<file path="config.mk">
export PLATFORM = sky130hd
export DESIGN_NAME = p6gpio_top
export DESIGN_NICKNAME = d
export VERILOG_FILES = /design/src/hw/p6gpio_pkg.sv /design/src/hw/p6gpio_top.sv
export SDC_FILE = /design/constraint.sdc
export NUM_CORES = 1
export LEC_CHECK = 0
export BUFFER_PORTS_ARGS = -buffer_cell sky130_fd_sc_hd__buf_2
export CORE_UTILIZATION = 45
export CTS_CLUSTER_DIAMETER = 30
export CTS_CLUSTER_SIZE = 28
export DETAILED_ROUTE_END_ITERATION = 6
export PLACE_DENSITY = 0.77
export RECOVER_POWER = 50
export SLEW_MARGIN = 30
export SYNTH_ARGS = -nofsm -noshare
export SYNTH_HDL_FRONTEND = slang
export SYNTH_SLANG_ARGS = --single-unit
</file>
<file path="constraint.sdc">
create_clock -name aclk -period 1.9 [get_ports aclk]
set_clock_uncertainty 0.1 [all_clocks]
set_input_delay 0.38 -clock aclk [delete_from_list [all_inputs] [get_ports aclk]]
set_output_delay 0.38 -clock aclk [all_outputs]
set_load 0.05 [all_outputs]
</file>
<file path="src/hw/p6gpio_pkg.sv">
// Operation
// - Output data register at 0xFFD9, eight bits read/write, resets to zero.
// - Read with direction bit 1 returns the latched output data bit.
// - Read with direction bit 0 returns the sampled external pin level.
// - Direction bit 1 drives the pin; direction bit 0 leaves it input.
// - Direction register at 0xFFE9 is write-only, resets zero, reads all ones.
// - Direction and data apply only while the pin is general-purpose I/O.
// - Pull-up control register at 0xFFE3, eight bits read/write, resets zero.
// - Pull-up on only when direction is 0 and pull-up bit is 1.
// - After reset every pull-up stays off until software enables it.
// - Upper pins carry segment outputs when select field is 0100 to 1011.
// - Lower pins carry segment outputs when select field is 0011 to 1010.
// - Standby leaves pins floating, pulled-up pins present high; sleep holds the last pin state.
`default_nettype none
package p6gpio_pkg;
  localparam logic [15:0] OFFSET_OUTPUT_DATA = 16'hFFD9;
  localparam logic [15:0] OFFSET_PULLUP      = 16'hFFE3;
  localparam logic [15:0] OFFSET_DIRECTION   = 16'hFFE9;
  localparam logic [7:0]  RESET_OUTPUT_DATA  = 8'h00;
  localparam logic [7:0]  RESET_PULLUP       = 8'h00;
  localparam logic [7:0]  RESET_DIRECTION    = 8'h00;
  localparam logic [7:0]  DIRECTION_READBACK = 8'hFF;
  localparam logic [3:0]  UPPER_SEG_LOW      = 4'h4;
  localparam logic [3:0]  UPPER_SEG_HIGH     = 4'hB;
  localparam logic [3:0]  LOWER_SEG_LOW      = 4'h3;
  localparam logic [3:0]  LOWER_SEG_HIGH     = 4'hA;
  localparam logic [1:0]  AXI_OKAY           = 2'h0;
  localparam logic [1:0]  AXI_SLVERR         = 2'h2;
  typedef enum logic [2:0]
  {
    P6G_MODE_ACTIVE  = 3'h1,
    P6G_MODE_SLEEP   = 3'h2,
    P6G_MODE_STANDBY = 3'h4
  } p6g_mode_type;
  localparam logic [1:0] MODE_CODE_SLEEP   = 2'h1;
  localparam logic [1:0] MODE_CODE_STANDBY = 2'h2;
endpackage
`default_nettype wire

</file>
<file path="src/hw/p6gpio_top.sv">
// The AXI4-Lite slave port was decided locally.
`default_nettype none
module p6gpio_top
#(
  parameter int ADDR_WIDTH = 16
)
(
  input  wire logic                  aclk,
  input  wire logic                  aresetn,
  input  wire logic [ADDR_WIDTH-1:0] s_axi_awaddr,
  input  wire logic                  s_axi_awvalid,
  output var  logic                  s_axi_awready,
  input  wire logic [31:0]           s_axi_wdata,
  input  wire logic [3:0]            s_axi_wstrb,
  input  wire logic                  s_axi_wvalid,
  output var  logic                  s_axi_wready,
  output var  logic [1:0]            s_axi_bresp,
  output var  logic                  s_axi_bvalid,
  input  wire logic                  s_axi_bready,
  input  wire logic [ADDR_WIDTH-1:0] s_axi_araddr,
  input  wire logic                  s_axi_arvalid,
  output var  logic                  s_axi_arready,
  output var  logic [31:0]           s_axi_rdata,
  output var  logic [1:0]            s_axi_rresp,
  output var  logic                  s_axi_rvalid,
  input  wire logic                  s_axi_rready,
  input  wire logic [3:0]            segment_select_field,
  input  wire logic [7:0]            lcd_segment_output,
  input  wire logic [1:0]            power_mode,
  input  wire logic [7:0]            pin_in,
  output var  logic [7:0]            pin_out,
  output var  logic [7:0]            pin_oe,
  output var  logic [7:0]            pin_pullup_en
);
  // Full 16-bit offsets are compared, so narrower buses cannot reach them
  if (ADDR_WIDTH < 16 || ADDR_WIDTH > 32)
  begin : g_addr_width_check
    $error("ADDR_WIDTH must lie between 16 and 32");
  end

  function automatic logic in_range(input logic [3:0] v, input logic [3:0] lo, input logic [3:0] hi);
    in_range = (v >= lo) && (v <= hi);
  endfunction

  function automatic logic [15:0] low_addr(input logic [ADDR_WIDTH-1:0] a);
    low_addr = a[15:0];
  endfunction

  logic [7:0] port_output_data;
  logic [7:0] port_direction_control;
  logic [7:0] port_pullup_control;
  p6gpio_pkg::p6g_mode_type mode;
  p6gpio_pkg::p6g_mode_type next_mode;

  // Write channel capture, address and data in either order
  logic                  aw_held;
  logic [ADDR_WIDTH-1:0] aw_addr;
  logic                  w_held;
  logic [31:0]           w_data;
  logic [3:0]            w_strb;

  wire aw_take = s_axi_awvalid && s_axi_awready;
  wire w_take  = s_axi_wvalid && s_axi_wready;
  wire aw_have = aw_held || aw_take;
  wire w_have  = w_held || w_take;
  wire [ADDR_WIDTH-1:0] wr_addr = aw_held ? aw_addr : s_axi_awaddr;
  wire [31:0] wr_data = w_held ? w_data : s_axi_wdata;
  wire [3:0]  wr_strb = w_held ? w_strb : s_axi_wstrb;
  wire wr_fire = aw_have && w_have && !s_axi_bvalid;
  wire wr_hi_zero = (ADDR_WIDTH == 16) || (wr_addr >> 16) == '0;
  wire wr_is_data = wr_hi_zero && low_addr(wr_addr) == p6gpio_pkg::OFFSET_OUTPUT_DATA;
  wire wr_is_pull = wr_hi_zero && low_addr(wr_addr) == p6gpio_pkg::OFFSET_PULLUP;
  wire wr_is_dir  = wr_hi_zero && low_addr(wr_addr) == p6gpio_pkg::OFFSET_DIRECTION;
  wire wr_mapped  = wr_is_data || wr_is_pull || wr_is_dir;
  wire wr_lane0   = wr_fire && wr_strb[0];

  wire ar_take = s_axi_arvalid && s_axi_arready;
  wire rd_hi_zero = (ADDR_WIDTH == 16) || (s_axi_araddr >> 16) == '0;
  wire rd_is_data = rd_hi_zero && low_addr(s_axi_araddr) == p6gpio_pkg::OFFSET_OUTPUT_DATA;
  wire rd_is_pull = rd_hi_zero && low_addr(s_axi_araddr) == p6gpio_pkg::OFFSET_PULLUP;
  wire rd_is_dir  = rd_hi_zero && low_addr(s_axi_araddr) == p6gpio_pkg::OFFSET_DIRECTION;
  wire rd_mapped  = rd_is_data || rd_is_pull || rd_is_dir;

  // Per-pin mixing of latch and live level
  wire [7:0] port_read_value = (port_direction_control & port_output_data)
                             | (~port_direction_control & pin_in);
  wire [7:0] rd_byte = rd_is_data ? port_read_value
                     : rd_is_pull ? port_pullup_control
                     : rd_is_dir  ? p6gpio_pkg::DIRECTION_READBACK
                     : 8'h00;

  // Segment ownership per half-port
  wire upper_seg = in_range(segment_select_field, p6gpio_pkg::UPPER_SEG_LOW,
                            p6gpio_pkg::UPPER_SEG_HIGH);
  wire lower_seg = in_range(segment_select_field, p6gpio_pkg::LOWER_SEG_LOW,
                            p6gpio_pkg::LOWER_SEG_HIGH);
  wire [7:0] seg_owned = {{4{upper_seg}}, {4{lower_seg}}};

  wire [7:0] gpio_drive = ~seg_owned & port_direction_control;
  wire [7:0] func_oe    = seg_owned | gpio_drive;
  wire [7:0] func_out   = (seg_owned & lcd_segment_output) | (gpio_drive & port_output_data);
  wire [7:0] func_pull  = ~seg_owned & ~port_direction_control & port_pullup_control;

  always_comb
  begin
    case (power_mode)
      p6gpio_pkg::MODE_CODE_SLEEP:   next_mode = p6gpio_pkg::P6G_MODE_SLEEP;
      p6gpio_pkg::MODE_CODE_STANDBY: next_mode = p6gpio_pkg::P6G_MODE_STANDBY;
      default:                       next_mode = p6gpio_pkg::P6G_MODE_ACTIVE;
    endcase
  end

  always_ff @(posedge aclk)
  begin
    if (!aresetn)
      mode <= p6gpio_pkg::P6G_MODE_ACTIVE;
    else
      mode <= next_mode;
  end

  always_ff @(posedge aclk)
  begin
    if (!aresetn)
    begin
      port_output_data       <= p6gpio_pkg::RESET_OUTPUT_DATA;
      port_pullup_control    <= p6gpio_pkg::RESET_PULLUP;
      port_direction_control <= p6gpio_pkg::RESET_DIRECTION;
    end
    else if (wr_lane0)
    begin
      if (wr_is_data)
        port_output_data <= wr_data[7:0];
      if (wr_is_pull)
        port_pullup_control <= wr_data[7:0];
      if (wr_is_dir)
        port_direction_control <= wr_data[7:0];
    end
  end

  always_ff @(posedge aclk)
  begin
    if (!aresetn)
    begin
      aw_held       <= 1'b0;
      aw_addr       <= '0;
      w_held        <= 1'b0;
      w_data        <= 32'h0000_0000;
      w_strb        <= 4'h0;
      s_axi_awready <= 1'b0;
      s_axi_wready  <= 1'b0;
      s_axi_bvalid  <= 1'b0;
      s_axi_bresp   <= p6gpio_pkg::AXI_OKAY;
    end
    else
    begin
      s_axi_awready <= !aw_have && !s_axi_bvalid && !wr_fire;
      s_axi_wready  <= !w_have && !s_axi_bvalid && !wr_fire;
      if (aw_take)
      begin
        aw_addr <= s_axi_awaddr;
      end
      if (w_take)
      begin
        w_data <= s_axi_wdata;
        w_strb <= s_axi_wstrb;
      end
      if (wr_fire)
      begin
        aw_held      <= 1'b0;
        w_held       <= 1'b0;
        s_axi_bvalid <= 1'b1;
        s_axi_bresp  <= wr_mapped ? p6gpio_pkg::AXI_OKAY : p6gpio_pkg::AXI_SLVERR;
        s_axi_awready <= 1'b0;
        s_axi_wready  <= 1'b0;
      end
      else
      begin
        if (aw_take)
          aw_held <= 1'b1;
        if (w_take)
          w_held <= 1'b1;
        if (s_axi_bvalid && s_axi_bready)
          s_axi_bvalid <= 1'b0;
      end
    end
  end

  always_ff @(posedge aclk)
  begin
    if (!aresetn)
    begin
      s_axi_arready <= 1'b0;
      s_axi_rvalid  <= 1'b0;
      s_axi_rdata   <= 32'h0000_0000;
      s_axi_rresp   <= p6gpio_pkg::AXI_OKAY;
    end
    else
    begin
      s_axi_arready <= !s_axi_rvalid && !ar_take;
      if (ar_take)
      begin
        s_axi_rvalid <= 1'b1;
        s_axi_rdata  <= {24'h000000, rd_byte};
        s_axi_rresp  <= rd_mapped ? p6gpio_pkg::AXI_OKAY : p6gpio_pkg::AXI_SLVERR;
      end
      else if (s_axi_rvalid && s_axi_rready)
        s_axi_rvalid <= 1'b0;
    end
  end

  // Pin drivers; sleep holds the last state
  always_ff @(posedge aclk)
  begin
    if (!aresetn)
    begin
      pin_out       <= 8'h00;
      pin_oe        <= 8'h00;
      pin_pullup_en <= 8'h00;
    end
    else
    begin
      case (next_mode)
        p6gpio_pkg::P6G_MODE_ACTIVE:
        begin
          pin_out       <= func_out;
          pin_oe        <= func_oe;
          pin_pullup_en <= func_pull;
        end
        p6gpio_pkg::P6G_MODE_STANDBY:
        begin
          pin_out       <= 8'h00;
          pin_oe        <= 8'h00;
          pin_pullup_en <= func_pull;
        end
        p6gpio_pkg::P6G_MODE_SLEEP:
        begin
          pin_out       <= pin_out;
          pin_oe        <= pin_oe;
          pin_pullup_en <= pin_pullup_en;
        end
        default:
        begin
          pin_out       <= 8'h00;
          pin_oe        <= 8'h00;
          pin_pullup_en <= 8'h00;
        end
      endcase
    end
  end
endmodule
`default_nettype wire

</file>
## Word-level counts from Yosys, hierarchy flattened

Index checks and enable logic that the tools add are counted.
Widths: inputs -> output; s select.

- Mux-type cells: 16
- Bitwise gates (word level): 13
- Magnitude comparators: 4
- Reduce and logical (&&, ||, !) cells: 34
- Equal/unequal tests: 11

Operators by type and width:

| kind | number |
|---|---|
| $eq 16x16->1 const B | 6 |
| $and 8x8->8 | 7 |
| $pmux 8 s2 | 3 |
| $mux 8 | 4 |
| $or 8x8->8 | 3 |
| $mux 16 | 1 |
| $not 8->8 | 2 |
| $logic_and 1x1->1 | 15 |
| $le 4x4->1 const B | 2 |
| $logic_not 1->1 | 6 |
| $logic_or 1x1->1 | 6 |
| $pmux 3 s2 | 1 |
| $reduce_and 2->1 | 3 |
| $mux 1 | 5 |
| $ge 4x2->1 const B | 1 |
| $ge 4x3->1 const B | 1 |
| $mux 2 | 2 |
| $reduce_bool 2->1 | 2 |
| $reduce_or 2->1 | 2 |
| $eq 3x1->1 const B | 1 |
| $eq 3x2->1 const B | 1 |
| $eq 3x3->1 const B | 1 |
| $eq 2x1->1 const B | 1 |
| $eq 2x2->1 const B | 1 |
| $not 1->1 | 1 |

- Input port bits: 97
- Register bits: 92
- Output and inout bits: 65

## Longest topological paths before layout

- Depth after elaboration: 7
- Gate-level depth with buffers: 8
- Gate-level depth less buffers: 7

## Least setup slack after synthesis

OpenSTA, ideal clock, no wires.

- Path kind: reg-to-reg
- From: register s_axi_awready
- To: register port_direction_control[0]
- Cell stages (with the launch flop): 7
- Arrival time: 1.813 ns
- Library setup time: 0.072 ns
- Data required time: 1.728 ns
- Path slack: -0.085 ns
- Cells stage by stage: dfxtp_1 > a21oi_1 > a211oi_2 > o2111ai_4 > nor2b_2 > buf_6 > mux2i_1

- Word-level cells in the longest chain between the ends: 6

Ends and longest elaborated chain:

| item | line | RTL |
|---|---|---|
| start: declaration | p6gpio_top.sv:12 | `output var logic s_axi_awready,` |
| start signal: assignment | p6gpio_top.sv:156 | `s_axi_awready <= !aw_have && !s_axi_bvalid && !wr_fire;` |
| $logic_and 1x1->1 | p6gpio_top.sv:62 | `wire aw_take = s_axi_awvalid && s_axi_awready;` |
| $logic_or 1x1->1 | p6gpio_top.sv:64 | `wire aw_have = aw_held \|\| aw_take;` |
| $logic_and 1x1->1 (2 in series) | p6gpio_top.sv:69 | `wire wr_fire = aw_have && w_have && !s_axi_bvalid;` |
| $logic_and 1x1->1 | p6gpio_top.sv:75 | `wire wr_lane0 = wr_fire && wr_strb[0];` |
| $reduce_and 2->1 (no source line) | -- |  |
| end signal: assignment | p6gpio_top.sv:127 | `port_direction_control <= p6gpio_pkg::RESET_DIRECTION;` |
| end signal: assignment | p6gpio_top.sv:136 | `port_direction_control <= wr_data[7:0];` |
| end: declaration | p6gpio_top.sv:50 | `logic [7:0] port_direction_control;` |

No other way between the ends.
A chain may end at the register's enable or synchronous reset.

## Worst setup path after layout

- From: register aw_held
- To: register port_pullup_control[6]

- Word-level cells in the longest chain between the ends: 5

Ends and longest elaborated chain:

| item | line | RTL |
|---|---|---|
| start: declaration | p6gpio_top.sv:56 | `logic aw_held;` |
| start signal: assignment | p6gpio_top.sv:144 | `aw_held <= 1'b0;` |
| start signal: assignment | p6gpio_top.sv:169 | `aw_held <= 1'b0;` |
| start signal: assignment | p6gpio_top.sv:179 | `aw_held <= 1'b1;` |
| parallel branches: the longest is 4 deep, another holds $mux 16 | -- |  |
| $reduce_and 2->1 (no source line) (*) | -- |  |
| end signal: assignment | p6gpio_top.sv:126 | `port_pullup_control <= p6gpio_pkg::RESET_PULLUP;` |
| end signal: assignment | p6gpio_top.sv:134 | `port_pullup_control <= wr_data[7:0];` |
| end: declaration | p6gpio_top.sv:51 | `logic [7:0] port_pullup_control;` |

Mark *: on every way between the ends.

==> key figures <==
Clock tree
  • Root Buffer Master: clkbuf_8
  • Worst skew pair latency: 0.35 ns
  • Htree depth: 3
  • CTS tree: built
  • Reg clk slew, reported paths: 0.08 ns
  • Clock Tree Buf Depth: 2
  • Num CTS Buffers: 9
  • Clock sink count: 90
  • Hold buffer count at cts: 0

Power
  • Leakage: 2.19 nW
  • Pwr/cell area: 751 mW/mm^2
  • Max VDD drop: 0.000331 V
  • Power, Total: 4.00 mW

Die
  • Die width: 100 um
  • Row Count: 35
  • Initial Util: 46.8%
  • Die Y-Extent: 100 um
  • I/O pins: 162
  • Core ar.: 0.00928 sq mm
  • Total die area: 0.0101 sq mm

Hold path
  • Min-delay worst type: in2reg
  • Hold_sp: s_axi_awaddr[0]

STA
  • Min Tclk post-route: 1.88 ns
  • Setup ws final: 0.0177 ns
  • Fmax: 531 MHz
  • Final Setup Violations: 0
  • Worst slew pin tran: 0.600 ns
  • Final Hold Fails: 0
  • Unrepaired setup endpoints after global routing: yes
  • Headroom to the max-slew limit: 60.0%
  • Slew Viols, Final: 0
  • Final Cycle Share: 99.1%

Setup path
  • FF-to-FF setup slack: 0.02 ns
  • Critical path class: reg2reg
  • Critical path startpoint: aw_held
  • Critical path peak fanout: 8
  • Critical Path RT: 2.09 ns
  • WP data arrival: 2.07 ns
  • CP startpoint kind: register
  • CP Capture Type: register
  • R2R Path Start: aw_held

Placed design
  • Inst Count DP: 747
  • Pre-CTS setup slack: -0.132 ns
  • Hpwl dp: 7670 um
  • Cell Area, Placed: 0.00512 sq mm
  • PortBufs: 108
  • Routability cong.: 0.781

GRT
  • Initial antenna violation count: 0
  • Largest net degree at the start of global routing: 54
  • Gr usage total: 20.2%
  • Vias in the first global route: 3613
  • First-pass GRT wire length: 16200 um
  • Grt ovf: 0

Layout
  • Max reg flops: 16
  • Area growth, synth to finish: 22.5%
  • Share of cells above drive strength 1: 27.6%
  • Most flop-heavy register: aw_addr
  • Final Util: 57.3%
  • Finished Layout Cells: 762
  • # diodes: 0
  • Post-layout instance area: 0.00532 sq mm
  • Nets: 730

Logic synthesis
  • #FFs+latches synth: 90
  • Post-Synthesis Cells: 507
  • Synth unique cells: 50
  • Syn Area/Cell: 8.57 sq um
  • YS warnings: 0
  • Synth Cell Area: 0.00435 sq mm
  • Register area share after synthesis: 41.5%

Detailed routing
  • Routed Antenna Nets: 0
  • Drc violations: 0
  • Vias: 3910
  • Initial DRT Pass Iterations: 4
  • Vias/cell: 5.13
  • DRT Wirelength: 10200 um
  • DRT iter0 DRCs: 133
  • Drt wl/cell: 13.3 um

Job
  • Maxcap violations: 0

Run status
  • Status: complete, no violations
[per-stage QoR]
step,setup TNS [ns],hold slack [ns]
finish,0,0.161
global route,-0.610,0.158
CTS,0,0.155
detailed placement,-2.35,0.343
global placement,-1.68,0.329
floorplan,0,0.330
[layout make-up]
cell class | instances | area [sq um]
Tap cell | 129 | 161
Timing Repair Buffer | 140 | 831
Multi-Input combinational cell | 378 | 2290
Fill cell | 840 | 3960
Sequential cell | 90 | 1810
Clock buffer | 10 | 138
Clock inverter | 5 | 55.1
Inverter | 10 | 37.5
[synthesized netlist by cell type (all sizes together)]
cell type  instances  area [sq um]
nand2            121           454
dfxtp             90          1800
a21boi            38           285
buf               35           250
o21ai             30           150
mux2i             28           280
a21oi             20           100
clkbuf            19          71.3
nor2b             14          90.1
nand3             13          65.1
inv               10          37.5
a32o               8          80.1
and2               8          50.1
mux2               8          90.1
nand2b             7          43.8
nor2               6          38.8
a22oi              5          51.3
nor3               5          25.0
ha                 4          50.1
nand3b             4          30.0
nand4              4          25.0
nor4b              4          35.0
or4b               4          40.0
nor3b              2          15.0
or3                2          12.5
or3b               2          20.0
a211oi             1          12.5
a31oi              1          6.26
a41oi              1          8.76
conb               1          3.75
nand4b             1          8.76
nand4bb            1          11.3
nor4bb             1          10.0
o2111ai            1          26.3
o211ai             1          7.51
o21a               1          7.51
o21bai             1          7.51
o221a              1          11.3
o22ai              1          6.26
o32ai              1          8.76
xnor2              1          8.76
xor2               1          8.76
[cells by family after synthesis]
| family | Yosys count | share of synthesized area, % |
|---|---|---|
| xor+xnor | 2 | 0.403 |
| mux | 36 | 8.52 |
| compound gates | 111 | 17.7 |
| buf+inv | 64 | 8.26 |
| fa+ha+maj | 4 | 1.15 |
| simple gates | 199 | 22.4 |
| other cells | 1 | 0.0863 |
| flops | 90 | 41.5 |
[cell usage in the layout, fill, tap and decap left out, types with 2 or more instances in the layout]
master	count
a21oi_1	20
or4b_1	4
nand3_1	13
nor2b_1	13
a32o_1	8
ha_1	4
nand2_1	121
a21boi_1	37
nor2_1	5
o21ai_1	8
clkinv_2	2
o21ai_0	21
or3_1	2
and2_1	7
a22oi_1	4
nand2b_1	7
clkbuf_8	10
inv_1	10
nor3_1	4
buf_2	108
buf_4	26
buf_12	4
nand4_1	4
dfxtp_1	87
clkinvlp_4	2
dfxtp_2	2
nor4b_1	4
nand3b_1	4
conb_1	26
mux2i_1	28
mux2_2	8
[critical path: stages (launching register included)]
cell and delay [ns]:
dfxtp_4 0.38, or3b_4 0.40, a22oi_4 0.23, o2111ai_4 0.15
buf_12 0.17, nor2_8 0.17, mux2i_1 0.20
[metal layers]
metal,vias to the layer above,track usage [%],wire [um]
li1,1931,-,-
met1,1827,26.1,4570
met2,135,33.8,4840
met3,17,3.55,568
met4,0,7.25,187
met5,-,0,0
[worst paths after layout]
kind	end	depth (start not counted)
max	port_pullup_control[6]	6
min	aw_addr[0]	3
max reg2reg	port_pullup_control[6]	6
min reg2reg	s_axi_arready	1
[power breakdown]
group          total [mW]  switching (mW)  internal, mW
combinational       0.716           0.482         0.235
sequential           1.99          0.0393          1.95
clock                1.29           0.663         0.632
[what timing repair did]
item                                   4_1_cts  5_1_grt
buffers inserted                             0        0
gates resized for setup                      2        3
setup endpoints to repair                   22       24
endpoints found under the hold margin        0        0
pin swaps                                    1        1
Power figures use the tool's default switching activity.
